===== config.mk =====
export PLATFORM = sky130hd
export DESIGN_NAME = das_register_map
export DESIGN_NICKNAME = d
export VERILOG_FILES = /design/src/verilog/das_regs_pkg.sv /design/src/verilog/result_queue.sv /design/src/verilog/das_register_map.sv
export SDC_FILE = /design/constraint.sdc
export NUM_CORES = 1
export LEC_CHECK = 0
export BUFFER_PORTS_ARGS = -buffer_cell sky130_fd_sc_hd__buf_2
export CORE_ASPECT_RATIO = 1.5
export CORE_UTILIZATION = 35
export CTS_CLUSTER_DIAMETER = 60
export DETAILED_ROUTE_END_ITERATION = 16
export SLEW_MARGIN = 30
export SYNTH_ARGS = -nofsm -noshare
export SYNTH_HDL_FRONTEND = slang
export SYNTH_HIERARCHICAL = 1
export SYNTH_SLANG_ARGS = --single-unit

===== constraint.sdc =====
create_clock -name clk_sys_i -period 3.7 [get_ports clk_sys_i]
set_input_delay 0.185 -clock clk_sys_i [delete_from_list [all_inputs] [get_ports clk_sys_i]]
set_output_delay 0.185 -clock clk_sys_i [all_outputs]
set_load 0.05 [all_outputs]

===== src/verilog/das_regs_pkg.sv =====
package das_regs_pkg;
    localparam int DATA_W = 16;
    localparam int ADDR_W = 4;
    localparam int NUM_INSTR = 8;
    localparam int INDEX_W = 3;
    localparam int QUEUE_DEPTH = 32;
    localparam int QUEUE_PTR_W = 5;
    localparam int QUEUE_CNT_W = 6;

    // register addresses
    localparam logic [3:0] ADDR_RAM_LAST = 4'h7;
    localparam logic [3:0] ADDR_CONFIG = 4'h8;
    localparam logic [3:0] ADDR_INT_ENABLE = 4'h9;
    localparam logic [3:0] ADDR_INT_STATUS = 4'ha;
    localparam logic [3:0] ADDR_TIMER = 4'hb;
    localparam logic [3:0] ADDR_QUEUE = 4'hc;
    localparam logic [3:0] ADDR_LIMIT_STATUS = 4'hd;

    // configuration_control fields
    localparam int CFG_START = 0;
    localparam int CFG_RESET = 1;
    localparam int CFG_AUTOZERO = 2;
    localparam int CFG_FULLCAL = 3;
    localparam int CFG_STANDBY = 4;
    localparam int CFG_RP_LO = 8;
    localparam int CFG_RP_HI = 9;
    localparam logic [15:0] CFG_STORED_MASK = 16'h0ff1;
    localparam logic [15:0] CONFIG_RESET_VAL = 16'h0000;

    // ram_section_pointer codes
    localparam logic [1:0] SECT_INSTR = 2'h0;
    localparam logic [1:0] SECT_LIMIT1 = 2'h1;
    localparam logic [1:0] SECT_LIMIT2 = 2'h2;

    // interrupt_enable fields
    localparam logic [15:0] IE_SRC_MASK = 16'h00bf;
    localparam int IE_INSTR_LO = 8;
    localparam int IE_INSTR_HI = 10;
    localparam int IE_COUNT_LO = 11;
    localparam int IE_COUNT_HI = 15;
    localparam logic [15:0] IE_RESET_VAL = 16'h0000;

    // interrupt source bit positions
    localparam int INT_WATCHDOG = 0;
    localparam int INT_INSTR = 1;
    localparam int INT_COUNT = 2;
    localparam int INT_AUTOZERO = 3;
    localparam int INT_FULLCAL = 4;
    localparam int INT_PAUSE = 5;
    localparam int INT_STANDBY = 7;

    localparam logic [15:0] TIMER_RESET_VAL = 16'h0000;

    // instruction section fields
    localparam int FLD_LOOP = 0;
    localparam int FLD_PAUSE = 1;
    localparam int FLD_MUXP_LO = 2;
    localparam int FLD_MUXP_HI = 4;
    localparam int FLD_MUXN_LO = 5;
    localparam int FLD_MUXN_HI = 7;
    localparam int FLD_SYNC = 8;
    localparam int FLD_TIMER = 9;
    localparam int FLD_RES8 = 10;
    localparam int FLD_WATCHDOG = 11;
    localparam int FLD_ACQ_LO = 12;
    localparam int FLD_ACQ_HI = 15;

    // limit section fields
    localparam int LIM_VALUE_HI = 7;
    localparam int LIM_SIGN = 8;
    localparam int LIM_DIR = 9;
endpackage : das_regs_pkg


===== src/verilog/result_queue.sv =====
`timescale 1ns/1ns
module result_queue
    import das_regs_pkg::*;
(
    input wire logic clk_sys_i,
    input wire logic rst_n_i,
    input wire logic clear_i,
    input wire logic push_i,
    input wire logic [DATA_W-1:0] push_data_i,
    input wire logic pop_i,
    output logic [DATA_W-1:0] head_o,
    output logic [QUEUE_CNT_W-1:0] fill_o
);
    logic [DATA_W-1:0] mem_reg [QUEUE_DEPTH];
    logic [QUEUE_PTR_W-1:0] wr_ptr_reg;
    logic [QUEUE_PTR_W-1:0] rd_ptr_reg;
    logic [QUEUE_CNT_W-1:0] fill_reg;
    logic do_push;
    logic do_pop;

    // a full queue drops new results; an empty one ignores pops
    assign do_push = push_i && (fill_reg != QUEUE_CNT_W'(QUEUE_DEPTH));
    assign do_pop = pop_i && (fill_reg != '0);
    assign head_o = (fill_reg != '0) ? mem_reg[rd_ptr_reg] : '0;
    assign fill_o = fill_reg;

    always_ff @(posedge clk_sys_i) begin
        if (do_push) begin
            mem_reg[wr_ptr_reg] <= push_data_i;
        end
    end

    always_ff @(posedge clk_sys_i or negedge rst_n_i) begin
        if (!rst_n_i) begin
            wr_ptr_reg <= '0;
            rd_ptr_reg <= '0;
            fill_reg <= '0;
        end else if (clear_i) begin
            wr_ptr_reg <= '0;
            rd_ptr_reg <= '0;
            fill_reg <= '0;
        end else begin
            if (do_push) begin
                wr_ptr_reg <= wr_ptr_reg + 1'b1;
            end
            if (do_pop) begin
                rd_ptr_reg <= rd_ptr_reg + 1'b1;
            end
            if (do_push && !do_pop) begin
                fill_reg <= fill_reg + 1'b1;
            end else if (do_pop && !do_push) begin
                fill_reg <= fill_reg - 1'b1;
            end
        end
    end
endmodule : result_queue


===== src/verilog/das_register_map.sv =====
// Overview of operation
// - configuration writes start/stop, reset, standby, calibrate and pick the RAM section
// - enable register gates up to seven interrupt sources onto the request output
// - enable register count field raises data-ready once the queue holds that many
// - enable register index field raises an interrupt when the sequencer reaches it
// - interrupt status and limit status are read only and report causes
// - status bits set on their condition regardless of the enable bits
// - timer value is applied as a delay only for instructions with timer bit set
// - decode the 4-bit address into configuration, enable, status, timer, limits
// - conversion queue is read only, all 32 entries through address 1100
// - eight 48-bit instructions in three separately accessible 16-bit sections
// - instruction words at addresses 0000 to 0111, any access order
// - section pointer in configuration bits 9:8 selects instruction, limit one, two
// - instruction section holds channel, resolution, watchdog, timer, sync, pause, loop
// - limit-one section holds value, sign and above/below direction
// - limit-two section holds value, sign and above/below direction
// - every register is readable, and writable where allowed, over the register port
`timescale 1ns/1ns
module das_register_map
    import das_regs_pkg::*;
(
    input wire logic clk_sys_i,
    input wire logic rst_n_i,
    input wire logic [ADDR_W-1:0] reg_addr_i,
    input wire logic reg_wr_i,
    input wire logic reg_rd_i,
    input wire logic [DATA_W-1:0] reg_wdata_i,
    output logic [DATA_W-1:0] reg_rdata_o,
    output logic reg_rvalid_o,
    input wire logic conv_valid_i,
    input wire logic [DATA_W-1:0] conv_data_i,
    input wire logic seq_arrive_i,
    input wire logic [INDEX_W-1:0] seq_index_i,
    input wire logic limit_hit_i,
    input wire logic limit_sel_i,
    input wire logic [INDEX_W-1:0] limit_index_i,
    input wire logic autozero_done_i,
    input wire logic fullcal_done_i,
    input wire logic pause_hit_i,
    input wire logic standby_done_i,
    input wire logic [INDEX_W-1:0] fetch_index_i,
    output logic seq_start_o,
    output logic soft_reset_o,
    output logic autozero_cal_o,
    output logic full_cal_o,
    output logic standby_o,
    output logic [DATA_W-1:0] config_o,
    output logic int_request_o,
    output logic [DATA_W-1:0] step_delay_o,
    output logic instr_loop_o,
    output logic instr_pause_o,
    output logic [2:0] instr_mux_pos_o,
    output logic [2:0] instr_mux_neg_o,
    output logic instr_sync_o,
    output logic instr_timer_o,
    output logic instr_res8_o,
    output logic instr_watchdog_o,
    output logic [3:0] instr_acq_o,
    output logic [7:0] limit1_value_o,
    output logic limit1_sign_o,
    output logic limit1_above_o,
    output logic [7:0] limit2_value_o,
    output logic limit2_sign_o,
    output logic limit2_above_o
);
    logic [DATA_W-1:0] instr_sect_reg [NUM_INSTR];
    logic [DATA_W-1:0] limit1_sect_reg [NUM_INSTR];
    logic [DATA_W-1:0] limit2_sect_reg [NUM_INSTR];
    logic [DATA_W-1:0] config_reg;
    logic [DATA_W-1:0] int_enable_reg;
    logic [DATA_W-1:0] int_status_reg;
    logic [DATA_W-1:0] int_status_next;
    logic [DATA_W-1:0] timer_reg;
    logic [DATA_W-1:0] limit_status_reg;
    logic [DATA_W-1:0] limit_status_next;
    logic [DATA_W-1:0] rdata_next;
    logic [DATA_W-1:0] queue_head;
    logic [QUEUE_CNT_W-1:0] queue_fill;
    logic [1:0] section_ptr;
    logic [4:0] count_thresh;
    logic [INDEX_W-1:0] instr_addr;
    logic is_ram;
    logic wr_ram;
    logic wr_config;
    logic soft_reset_req;
    logic queue_pop;
    logic count_hit;
    logic [DATA_W-1:0] events;
    logic [DATA_W-1:0] fetched_instr;

    // RAM words sit at 0000-0111; address bit 3 marks the register block
    assign is_ram = (reg_addr_i <= ADDR_RAM_LAST);
    assign instr_addr = reg_addr_i[INDEX_W-1:0];
    assign wr_ram = reg_wr_i && is_ram;
    assign wr_config = reg_wr_i && (reg_addr_i == ADDR_CONFIG);
    assign section_ptr = config_reg[CFG_RP_HI:CFG_RP_LO];
    assign soft_reset_req = wr_config && reg_wdata_i[CFG_RESET];
    assign count_thresh = int_enable_reg[IE_COUNT_HI:IE_COUNT_LO];
    assign queue_pop = reg_rd_i && (reg_addr_i == ADDR_QUEUE);
    assign fetched_instr = instr_sect_reg[fetch_index_i];

    // a threshold of zero stands for a completely full queue
    assign count_hit = (count_thresh == '0) ? (queue_fill == QUEUE_CNT_W'(QUEUE_DEPTH)) :
                       (queue_fill >= {1'b0, count_thresh});

    result_queue u_queue (
        .clk_sys_i(clk_sys_i),
        .rst_n_i(rst_n_i),
        .clear_i(soft_reset_req),
        .push_i(conv_valid_i),
        .push_data_i(conv_data_i),
        .pop_i(queue_pop),
        .head_o(queue_head),
        .fill_o(queue_fill)
    );

    // each section of each instruction is written on its own
    always_ff @(posedge clk_sys_i or negedge rst_n_i) begin
        if (!rst_n_i) begin
            for (int i = 0; i < NUM_INSTR; i++) begin
                instr_sect_reg[i] <= '0;
                limit1_sect_reg[i] <= '0;
                limit2_sect_reg[i] <= '0;
            end
        end else if (wr_ram) begin
            unique case (section_ptr)
                SECT_INSTR: instr_sect_reg[instr_addr] <= reg_wdata_i;
                SECT_LIMIT1: limit1_sect_reg[instr_addr] <= reg_wdata_i;
                SECT_LIMIT2: limit2_sect_reg[instr_addr] <= reg_wdata_i;
                default: ;
            endcase
        end
    end

    // reset and calibration bits act once and read back as zero
    always_ff @(posedge clk_sys_i or negedge rst_n_i) begin
        if (!rst_n_i) begin
            config_reg <= CONFIG_RESET_VAL;
        end else if (wr_config) begin
            config_reg <= reg_wdata_i & CFG_STORED_MASK;
            if (reg_wdata_i[CFG_RESET]) begin
                config_reg[CFG_START] <= 1'b0;
            end
        end else if (pause_hit_i) begin
            config_reg[CFG_START] <= 1'b0;
        end
    end

    always_ff @(posedge clk_sys_i or negedge rst_n_i) begin
        if (!rst_n_i) begin
            soft_reset_o <= 1'b0;
            autozero_cal_o <= 1'b0;
            full_cal_o <= 1'b0;
        end else begin
            soft_reset_o <= soft_reset_req;
            autozero_cal_o <= wr_config && reg_wdata_i[CFG_AUTOZERO];
            full_cal_o <= wr_config && reg_wdata_i[CFG_FULLCAL];
        end
    end

    always_ff @(posedge clk_sys_i or negedge rst_n_i) begin
        if (!rst_n_i) begin
            int_enable_reg <= IE_RESET_VAL;
            timer_reg <= TIMER_RESET_VAL;
        end else if (reg_wr_i) begin
            if (reg_addr_i == ADDR_INT_ENABLE) begin
                int_enable_reg <= reg_wdata_i;
            end
            if (reg_addr_i == ADDR_TIMER) begin
                timer_reg <= reg_wdata_i;
            end
        end
    end

    // conditions set status whatever the enables say
    always_comb begin
        events = '0;
        events[INT_WATCHDOG] = limit_hit_i;
        events[INT_INSTR] = seq_arrive_i &&
                            (seq_index_i == int_enable_reg[IE_INSTR_HI:IE_INSTR_LO]);
        events[INT_COUNT] = count_hit;
        events[INT_AUTOZERO] = autozero_done_i;
        events[INT_FULLCAL] = fullcal_done_i;
        events[INT_PAUSE] = pause_hit_i;
        events[INT_STANDBY] = standby_done_i;
    end

    // reading a status register clears it, but a new event in that cycle wins
    always_comb begin
        int_status_next = int_status_reg;
        if (soft_reset_req || (reg_rd_i && reg_addr_i == ADDR_INT_STATUS)) begin
            int_status_next = '0;
        end
        int_status_next = int_status_next | (events & IE_SRC_MASK);
    end

    always_comb begin
        limit_status_next = limit_status_reg;
        if (soft_reset_req || (reg_rd_i && reg_addr_i == ADDR_LIMIT_STATUS)) begin
            limit_status_next = '0;
        end
        if (limit_hit_i) begin
            limit_status_next[{limit_sel_i, limit_index_i}] = 1'b1;
        end
    end

    // status registers take no write path at all
    always_ff @(posedge clk_sys_i or negedge rst_n_i) begin
        if (!rst_n_i) begin
            int_status_reg <= '0;
            limit_status_reg <= '0;
        end else begin
            int_status_reg <= int_status_next;
            limit_status_reg <= limit_status_next;
        end
    end

    always_ff @(posedge clk_sys_i or negedge rst_n_i) begin
        if (!rst_n_i) begin
            int_request_o <= 1'b0;
        end else begin
            int_request_o <= |(int_status_reg & int_enable_reg & IE_SRC_MASK);
        end
    end

    always_comb begin
        rdata_next = '0;
        if (is_ram) begin
            unique case (section_ptr)
                SECT_INSTR: rdata_next = instr_sect_reg[instr_addr];
                SECT_LIMIT1: rdata_next = limit1_sect_reg[instr_addr];
                SECT_LIMIT2: rdata_next = limit2_sect_reg[instr_addr];
                default: rdata_next = '0;
            endcase
        end else begin
            unique case (reg_addr_i)
                ADDR_CONFIG: rdata_next = config_reg;
                ADDR_INT_ENABLE: rdata_next = int_enable_reg;
                ADDR_INT_STATUS: rdata_next = int_status_reg;
                ADDR_TIMER: rdata_next = timer_reg;
                ADDR_QUEUE: rdata_next = queue_head;
                ADDR_LIMIT_STATUS: rdata_next = limit_status_reg;
                default: rdata_next = '0;
            endcase
        end
    end

    always_ff @(posedge clk_sys_i or negedge rst_n_i) begin
        if (!rst_n_i) begin
            reg_rdata_o <= '0;
            reg_rvalid_o <= 1'b0;
        end else begin
            reg_rvalid_o <= reg_rd_i;
            if (reg_rd_i) begin
                reg_rdata_o <= rdata_next;
            end
        end
    end

    always_ff @(posedge clk_sys_i or negedge rst_n_i) begin
        if (!rst_n_i) begin
            seq_start_o <= 1'b0;
            standby_o <= 1'b0;
            config_o <= CONFIG_RESET_VAL;
        end else begin
            seq_start_o <= config_reg[CFG_START];
            standby_o <= config_reg[CFG_STANDBY];
            config_o <= config_reg;
        end
    end

    // decoded view of the instruction the sequencer is fetching
    always_ff @(posedge clk_sys_i or negedge rst_n_i) begin
        if (!rst_n_i) begin
            instr_loop_o <= 1'b0;
            instr_pause_o <= 1'b0;
            instr_mux_pos_o <= '0;
            instr_mux_neg_o <= '0;
            instr_sync_o <= 1'b0;
            instr_timer_o <= 1'b0;
            instr_res8_o <= 1'b0;
            instr_watchdog_o <= 1'b0;
            instr_acq_o <= '0;
            step_delay_o <= '0;
        end else begin
            instr_loop_o <= fetched_instr[FLD_LOOP];
            instr_pause_o <= fetched_instr[FLD_PAUSE];
            instr_mux_pos_o <= fetched_instr[FLD_MUXP_HI:FLD_MUXP_LO];
            instr_mux_neg_o <= fetched_instr[FLD_MUXN_HI:FLD_MUXN_LO];
            instr_sync_o <= fetched_instr[FLD_SYNC];
            instr_timer_o <= fetched_instr[FLD_TIMER];
            instr_res8_o <= fetched_instr[FLD_RES8];
            instr_watchdog_o <= fetched_instr[FLD_WATCHDOG];
            instr_acq_o <= fetched_instr[FLD_ACQ_HI:FLD_ACQ_LO];
            step_delay_o <= fetched_instr[FLD_TIMER] ? timer_reg : '0;
        end
    end

    always_ff @(posedge clk_sys_i or negedge rst_n_i) begin
        if (!rst_n_i) begin
            limit1_value_o <= '0;
            limit1_sign_o <= 1'b0;
            limit1_above_o <= 1'b0;
            limit2_value_o <= '0;
            limit2_sign_o <= 1'b0;
            limit2_above_o <= 1'b0;
        end else begin
            limit1_value_o <= limit1_sect_reg[fetch_index_i][LIM_VALUE_HI:0];
            limit1_sign_o <= limit1_sect_reg[fetch_index_i][LIM_SIGN];
            limit1_above_o <= limit1_sect_reg[fetch_index_i][LIM_DIR];
            limit2_value_o <= limit2_sect_reg[fetch_index_i][LIM_VALUE_HI:0];
            limit2_sign_o <= limit2_sect_reg[fetch_index_i][LIM_SIGN];
            limit2_above_o <= limit2_sect_reg[fetch_index_i][LIM_DIR];
        end
    end
endmodule : das_register_map


# Word level (Yosys, flattened, before mapping)
# Memories as Yosys holds them, arrays and structs flattened.
# Cells that the tools add are included.
# classes
n_addsub	4
n_lt_le_gt_ge	7
eq_ne	11
muxes	46
bitwise	5
n_reduce_logical	32
# ops
operator	count
128-bit bitwise mux	3
16-bit binary-select mux with 3-bit select	6
16-bit 2-to-1 mux	15
16-bit one-hot mux with 6 select lines	1
16-bit demux with 3-bit select	1
16-bit one-hot mux with 3 select lines	1
10-bit 2-to-1 mux	4
4-bit equality test, second input constant	6
5-bit 2-to-1 mux	4
6-bit 2-to-1 mux	3
16-bit bitwise OR	1
16-bit by 8-bit bitwise OR with 16-bit output	1
1-bit logical AND	15
5-bit by 1-bit adder with 5-bit output, second input constant	2
2-bit AND reduction	5
8-bit bitwise AND	1
4-bit >= comparator, second input constant	2
3-bit inverter with 4-bit output	2
1-bit 2-to-1 mux	7
7-bit OR reduction	1
6-bit by 1-bit adder with 6-bit output, second input constant	1
6-bit equality test, second input constant	1
6-bit by 5-bit >= comparator with 1-bit output	1
6-bit != test, second input constant	1
16 further kinds	20
# totals
regBits	557
ram_bits	512
inputBits	57
output_inout_bits	91
word_cells	164
memories	1
# mem_list
memory	depth	width	rd	rd_ports_with_merged_regs	write_ports	line_no	source
u_queue.mem_reg	32	16	1	0	1	result_queue.sv:14	logic [DATA_W-1:0] mem_reg [QUEUE_DEPTH];

# Logic depth before layout (Yosys ltp)
# Gate-level depths: netlist of the first run.
# depth
word_depth	7
depth_mapped	14
mapped_depth_nobuf	12

# Modules after synthesis
# Netlist of the first run, hierarchy kept.
# modules_own_cells
module	instances	cells_per_inst	area_per_inst_um2	seq_area_each_um2
das_register_map	1	1711	25697.1	13262.7
result_queue	1	1030	20613.5	15775.1

# Least setup slack after synthesis of the first run
# Ideal clock, no wire load.
# synth_timing
path_kind	input-to-reg
startpoint	in reg_addr_i[0]
endpoint	reg u_queue.fill_reg[4], in the netlist u_queue/fill_o[4]
setup_time_ns	0.078
arrival_ns	2.853
required_time_ns	3.622
setup_slack_ns	0.770
path_stages	14
n_path_buf	2
cell_sequence	buf_6 buf_12 nor2_2 and3_1 and2_1 nand2_1 ha_1 inv_1 ha_1 nor2b_1 o21a_1 o21ai_0 or3b_2 a21oi_1
# synth_between
elab_chain_cells	7
word_cells_on_any_way	12
cone_classes	eq/ne (2); mux (2); reduce/logical (8)
# synth_rtl
item	line_no	source
start, declared	das_register_map.sv:24	input wire logic [ADDR_W-1:0] reg_addr_i,
4-bit equality test *	das_register_map.sv:99	assign queue_pop = reg_rd_i && (reg_addr_i == ADDR_QUEUE);
1-bit logical AND *	das_register_map.sv:99	
named net queue_pop	das_register_map.sv:86	logic queue_pop;
1-bit logical AND *	result_queue.sv:23	assign do_pop = pop_i && (fill_reg != '0);
1-bit zero test	result_queue.sv:49	if (do_push && !do_pop) begin
1-bit logical AND	result_queue.sv:49	
6-bit 2-to-1 mux	result_queue.sv:49	
6-bit 2-to-1 mux	result_queue.sv:38	end else if (clear_i) begin
end signal, assigned	result_queue.sv:50	fill_reg <= fill_reg + 1'b1;
end signal, assigned	result_queue.sv:52	fill_reg <= fill_reg - 1'b1;
end, declared	result_queue.sv:17	logic [QUEUE_CNT_W-1:0] fill_reg;
# Mark *: on every way through the listed nets, which the timed path passes. The rest lies on a longest branch.
# A chain may end at the register's enable or synchronous reset.

# Worst setup path after layout of the first run
# layout_timing
startpoint	reg u_queue.rd_ptr_reg[0]
endpoint	reg reg_rdata_o[1]
# layout_between
elab_chain_cells	4
# layout_rtl
item	line_no	source
start, declared	result_queue.sv:16	logic [QUEUE_PTR_W-1:0] rd_ptr_reg;
start signal, assigned	result_queue.sv:47	rd_ptr_reg <= rd_ptr_reg + 1'b1;
memory read 32 x 16 bit	n/a	
16-bit 2-to-1 mux	result_queue.sv:24	assign head_o = (fill_reg != '0) ? mem_reg[rd_ptr_reg] : '0;
named net queue_head[1]	das_register_map.sv:77	logic [DATA_W-1:0] queue_head;
16-bit one-hot mux with 6 select lines	das_register_map.sv:236	unique case (reg_addr_i)
16-bit 2-to-1 mux	das_register_map.sv:228	if (is_ram) begin
end signal, assigned	das_register_map.sv:255	reg_rdata_o <= rdata_next;
end, declared	das_register_map.sv:28	output logic [DATA_W-1:0] reg_rdata_o,
# The timed path passes the listed nets, and every way through them passes these cells.

==> results of run 1 <==
## per-layer routing
metal / vias to the layer above / part of all wire / track usage
met4: 16 / 0.032 / 0.07394
met3: 180 / 0.047 / 0.02848
li1: 11020 / - / -
met5: - / 0.00074 / 0
met1: 13870 / 0.40 / 0.2379
met2: 660 / 0.52 / 0.3445
## per-stage QoR
stage | setup WS (ns) | total power [mW] | instance area [um2] | utilization
finish | 0.5382 | 33.70 | 53050 | 0.4039
global route | 0.3503 | 35.04 | 53030 | 0.4038
CTS | 0.5217 | 34.05 | 52980 | 0.4034
detailed placement | 0.4819 | 22.99 | 49180 | 0.3745
global placement | 0.4599 | 22.84 | 49170 | 0.3744
floorplan | 0.7696 | 20.37 | 46330 | -
## path summary, 6_finish.rpt
kind,from,to
worst min-delay path,reg_wdata_i[3],full_cal_o
worst max-delay path,u_queue/rd_ptr_reg[0],reg_rdata_o[1]
max in group asynchronous,rst_n_i,u_queue/rd_ptr_reg[0]
worst max register to register,u_queue/rd_ptr_reg[0],reg_rdata_o[1]
worst min register to register,limit_status_reg[7],limit_status_reg[7]
min in group asynchronous,rst_n_i,step_delay_o[3]
## layout by cell type (no fill, tap or decap), drive strengths merged, types with 17 or more instances in the layout
master       instances
clkbuf             126
o22ai               33
edfxtp             512
dfrtp              546
nand2              116
buf                253
nor2               103
inv                 29
dlygate4sd3         32
nor2b               28
o21ai               36
nand3               24
and3                20
mux2i              124
clkinv              28
a21oi               38
mux2               455
bufinv              17
mux4               262
a22oi               39
## cell type report
class / count / area (um2) / share of cell area
Antenna cell: 12 / 30.03 / 0.0005660
Timing Repair Buffer: 285 / 2130 / 0.04014
Multi-Input combinational cell: 1463 / 16100 / 0.3035
Clock inverter: 56 / 792.0 / 0.01493
Inverter: 23 / 86.33 / 0.001627
Clock buffer: 126 / 2699 / 0.05087
Sequential cell: 1058 / 29050 / 0.5475
Tap cell: 1732 / 2167 / 0.04085
## worst reg2reg max path, stage by stage (launching register included)
cell and delay [ns]:
dfrtp_4 0.66, buf_4 0.33, mux4_2 0.53, a22oi_1 0.26, nand2_1 0.14, and3_1 0.26, a22o_1 0.23, a221oi_1 0.47
a31oi_1 0.15
## cell families (layout without fill, tap and decap cells)
family,count (synthesis),count (layout),synth area share
multiplexers,841,841,0.2651
AO/OA/AOI/OAI,236,236,0.03453
AND/OR/NAND/NOR,348,348,0.03937
adder cells (fa/ha/maj),16,16,0.004485
XOR/XNOR,15,15,0.002837
buffers and inverters,226,490,0.02659
other,1,19,0.00008097
flip-flops,1058,1058,0.6270
## power by group
group	switching [mW]	leakage [nW]	internal, mW	total, mW
Sequential	1.12	11.7	13.9	15.1
Clock	4.64	1.69	6.38	11.0
Combinational	4.14	7.44	3.48	7.62
==> summary.txt, run 1 <==
outcome: finished, final reports clean
PwrDens: 635.3 nW/um2
Bufs and invs on worst path: 1
first-pass GRT wire length: 189.3 mm
root buffer cell: clkbuf_16
peak supply drop: 0.0003854 V
Post-CTS Hold Buffers: 31
IO buf count: 140
Critical Path AT: 3.73 ns
post-synthesis cell count: 2741
CP Launch Type: flop
worst-path fanout max: 14
Vias: 25740
CP max-delay cell: dfrtp_4
Die Y: 447.5 um
fill count: 11980
leading area contributor after synthesis: edfxtp_1
core footprint: 131300 um2
HP Class: in -> reg
endpoints failing hold: 0
Hold Path Depth: 2
Final TNS setup: 0 ns
delay of the slowest cell on the worst path: 0.66 ns
nets: 3002
Crit. path cell count: 8
vias per cell: 5.414
initial antenna violation count: 22
share of layout cells above drive strength 1: 0.3806
synthesis-to-finish area growth: 14.56%
initial DRC count: 1797
delay-heaviest family, CP: compound AO/OA/AOI/OAI gates
Post-CTS Resized: 0
antenna viol nets, final: 0
Rel. slew slack: 0.3601
r2r setup slk: 0.54 ns
fin crit period: 3.162 ns
worst-case reg-to-reg path depth: 8
WL final: 129.1 mm
Initial Utilization: 0.3526
top_reg_cell synth: dfrtp_1
Die ar.: 133800 um2
placed cell count: 4528
Post-Layout Cell Count: 4755
most common cell in the netlist: dfrtp_1
post-synthesis async set-or-reset flop share: 0.5161
Syn Area/Cell: 16.90 um2
CTS tree: yes
top cells by count, synth: dfrtp_1 (546), edfxtp_1 (512), mux2_2 (416)
largest net degree at the start of global routing: 99
mapped cell area: 46310 um2
Slew @ Worst Pin: 0.9398 ns
Final Max Slew Viols: 0
crit-path cells: buf_4 -> mux4_2 -> a22oi_1 -> nand2_1 -> and3_1 -> a22o_1 -> a221oi_1 -> a31oi_1
Highest Clock Rate: 316.3 MHz
Crit Path Class: reg -> reg
HPWL after detailed placement: 85.57 mm
DR WL/cell: 27.14 um
number of enable flip-flop cells after synthesis: 512
Max Cap Viol: 0
YS warnings: 6
Global Route Usage Sum: 0.1943
Synth cell types: 77
flops & latches, synth: 1058
top cells by area, synth: edfxtp_1 (33%), dfrtp_1 (30%), mux4_2 (13%)
H-tree depth: 3
DRC: 0
Setup crit end kind: flop
postcts setup bufs: 0
sequential area share after synthesis: 0.6270
die span in x: 299.0 um
std cell rows: 163
setup repair after global routing missed its margin: false
clk slew on worst S/H paths: 0.06 ns
clock buffers created by TritonCTS: 98
1st-pass router iterations: 5
vias in the first global route: 26920
Fin Clk Skew: 0.02678 ns
Clock Path Buffers: 3
Skew-Pair Late Insertion Delay: 0.71 ns
# IOs: 148
Lkg Pwr: 20.80 nW
Largest register FFs: 512
Tcrit/Tclk final: 0.8546
final setup fails: 0
Final GP Congestion: 0.8371
CP required: 4.26 ns
Hold Slack: 0.04921 ns
GRT overflow: 0
area fraction of the dominant cell type after synthesis: 0.3320
clock sink count: 1058
No activity file was read; power rests on OpenSTA's default activity.
==> inputs of run 2 (changes only) <==
--- a/config.mk
+++ b/config.mk
@@ -5,11 +5,12 @@
 export SDC_FILE = /design/constraint.sdc
 export NUM_CORES = 1
 export LEC_CHECK = 0
-export BUFFER_PORTS_ARGS = -buffer_cell sky130_fd_sc_hd__buf_2
+export CAP_MARGIN = 20
 export CORE_ASPECT_RATIO = 1.5
 export CORE_UTILIZATION = 35
 export CTS_CLUSTER_DIAMETER = 60
 export DETAILED_ROUTE_END_ITERATION = 16
+export DONT_BUFFER_PORTS = 1
 export SLEW_MARGIN = 30
 export SYNTH_ARGS = -nofsm -noshare
 export SYNTH_HDL_FRONTEND = slang
==> run 2 against run 1 <==
Against the previous run:
- the flow now finishes with violations (hold timing)
- clock-buffer cell count shrank 3
- critical endpoint is now reg_rdata_o[10]
- first-iteration DRC count shrank 2.2%
- critical path depth grew 2
- register-to-register slack lost 0.38 ns
- sequential power grew 5%
- sequential cell count is the same
- combinational power shrank 15%
- highest routed layer unchanged
- clock power shrank 4%
- largest cell class unchanged
- cell count shrank 2.5%
- critical path type unchanged
- via count shrank 2.4%
==> summary.txt, run 2 (synthesis gave the netlist of run 1 again) <==
clock buffers created by TritonCTS: 100 (+2.0%)
Setup crit end kind: flop
antenna viol nets, final: 0 (unchanged)
CP Launch Type: flop
clock sink count: 1058 (unchanged)
largest net degree at the start of global routing: 547 (+450%)
Die ar.: 133800 um2 (unchanged)
synthesis-to-finish area growth: 13.67%
Bufs and invs on worst path: 2 (+1)
most common cell after layout, fill and taps aside: dfrtp_1
first-pass GRT wire length: 187.7 mm (-0.85%)
endpoints failing hold: 1 (+1)
CP required: 4.28 ns (+0.02 ns)
Largest register FFs: 512 (unchanged)
Highest Clock Rate: 282.5 MHz (-11%)
most frequent cells in the layout: dfrtp_1 (543), edfxtp_1 (512), mux2_2 (416)
Gate power share: 0.198 (-0.028)
most used cell, CP: a31oi_1
Hold Path Depth: 3 (+1)
clk slew on worst S/H paths: 0.06 ns (about the same)
initial antenna violation count: 9 (-59%)
Lkg Pwr: 20.30 nW (-2.4%)
Critical Path AT: 4.12 ns (+0.39 ns)
Skew-Pair Late Insertion Delay: 0.72 ns (about the same)
NetSw: 9.685 mW (-2.1%)
CP max-delay cell: dfrtp_4
outcome: finished with violations
die span in x: 299.0 um (unchanged)
r2r setup slk: 0.16 ns (-0.38 ns)
H-tree depth: 3 (unchanged)
Final GP Congestion: 0.8434 (+0.75%)
Crit Path Class: reg -> reg
PwrDens: 626.0 nW/um2 (-1.5%)
delay-heaviest family, CP: buffers and inverters
IO buf count: 0 (-100%)
1st-pass router iterations: 5 (unchanged)
final setup fails: 0 (unchanged)
vias per cell: 5.420 (+0.11%)
GRT overflow: 0 (unchanged)
Crit. path cell count: 10 (+2)
Clk network pwr share: 0.322 (-0.005)
Hold Slack: -0.03245 ns (-0.08166 ns)
fill count: 11980 (-0.033%)
Global Route Usage Sum: 0.1909 (-0.003400)
Cell Int Power: 23.27 mW (-2.3%)
HPWL after detailed placement: 79.61 mm (-7.0%)
nets: 2892 (-3.7%)
Initial Utilization: 0.3526 (unchanged)
Tcrit/Tclk final: 0.9569 (+0.1023)
Max Cap Viol: 0 (unchanged)
root buffer cell: clkbuf_16
Vias: 25130 (-2.4%)
crit-path cells: buf_4 -> mux4_2 -> a22oi_1 -> nand2_1 -> and3_1 -> mux2i_1 -> o32ai_1 -> a31oi_1 -> dlygate4sd3_1 -> a31oi_1
Rel. slew slack: 0.3400 (-0.02006)
DR WL/cell: 27.31 um (+0.63%)
HP Class: in -> reg
initial DRC count: 1757 (-2.2%)
Sw Share: 0.2939 (+0.0003489)
failing checks: hold timing
Slew @ Worst Pin: 0.9876 ns (+0.04778 ns)
Clock Path Buffers: 3 (unchanged)
delay of the slowest cell on the worst path: 0.77 ns (+0.11 ns)
vias in the first global route: 26370 (-2.0%)
share of layout cells above drive strength 1: 0.3471 (-0.03348)
Final TNS setup: 0 ns (unchanged)
WL final: 126.6 mm (-1.9%)
postcts setup bufs: 0 (unchanged)
footprint of the multi-input gates: 16090 um2 (about the same)
# IOs: 148 (unchanged)
Die Y: 447.5 um (unchanged)
Seq pwr share: 0.481 (+0.034)
setup repair after global routing missed its margin: false
core footprint: 131300 um2 (unchanged)
Final Max Slew Viols: 0 (unchanged)
CTS tree: yes
worst-path fanout max: 31 (+17)
Storage cell area: 29050 um2 (about the same)
fin crit period: 3.540 ns (+0.3785 ns)
core utilization of the finished layout: 0.4008 (-0.003134)
Fin Clk Skew: 0.03539 ns (+0.008610 ns)
std cell rows: 163 (unchanged)
worst-case reg-to-reg path depth: 10 (+2)
peak supply drop: 0.0004011 V (+4.1%)
DRC: 0 (unchanged)
run 2: changes by cell type in the layout (fill, tap and decap cells not counted), moves of 5 or more:
cell	before	now
buf_12	17	26
buf_4	97	65
buf_2	135	12
diode_2	12	3
clkinv_2	11	27
dlygate4sd3_1	32	63
clkbuf_8	12	7
bufinv_16	17	11
buf_16	1	7
run 2: metal layers:
layer / wire length (um) / global-route usage / part of all wire
met5: 73 / 0 / 0.00058
met1: 50590 / 0.2373 / 0.40
met4: 3837 / 0.06770 / 0.030
met2: 65280 / 0.3329 / 0.52
met3: 6838 / 0.03304 / 0.054
run 2: worst paths after layout:
kind / to / startpoint
worst max register to register: reg_rdata_o[10] / u_queue/rd_ptr_reg[1]
worst min-delay path: config_reg[4] / reg_wdata_i[4]
worst min register to register: config_o[0] / config_reg[0]
max in group asynchronous: instr_mux_neg_o[2] / rst_n_i
worst max-delay path: reg_rdata_o[10] / u_queue/rd_ptr_reg[1]
min in group asynchronous: instr_pause_o / rst_n_i
run 2: worst min-delay path, delay by kind of cell:
family / cells / cell delay (ns)
buf+inv: 1 / 0.28
simple gates: 2 / 0.17
run 2: cell type report:
cell class | count | share of cell area
Clock inverter | 61 | 0.01274
Timing Repair Buffer | 173 | 0.03594
Antenna cell | 3 | 0.0001426
Clock buffer | 123 | 0.05091
Inverter | 23 | 0.001640
Sequential cell | 1058 | 0.5518
Tap cell | 1732 | 0.04117
Multi-Input combinational cell | 1463 | 0.3057
run 2: what timing repair did:
item	in CTS	in global routing
resized for setup	0	0
hold endpoints to repair	1570	264
hold buffers	97	2
run 2: power by group through the flow:
stage | combinational (mW) | sequential, mW | clock, mW
2_1_floorplan | 4.94 | 15.4 | 0
3_3_place_gp | 5.97 | 16.0 | 0
3_5_place_dp | 6.03 | 16.1 | 0
4_1_cts | 6.47 | 15.8 | 10.8
5_1_grt | 7.00 | 16.0 | 11.3
6_report | 6.51 | 15.8 | 10.6
run 2: metrics by stage:
| step | hold WS (ns) | area (um2) | cells | total power [mW] | setup WS, ns |
|---|---|---|---|---|---|
| 6_report | -0.03245 | 52640 | 4636 | 32.95 | 0.1596 |
| 5_1_grt | 0.01593 | 52640 | 4635 | 34.30 | 0.01534 |
| 4_1_cts | -0.7878 | 52570 | 4628 | 33.15 | 0.1447 |
| 3_5_place_dp | -0.03097 | 48000 | 4347 | 22.11 | 0.5014 |
| 3_3_place_gp | -0.03237 | 48000 | 4347 | 21.98 | 0.4530 |
| 2_1_floorplan | -0.1106 | 46330 | 2747 | 20.37 | 0.7696 |
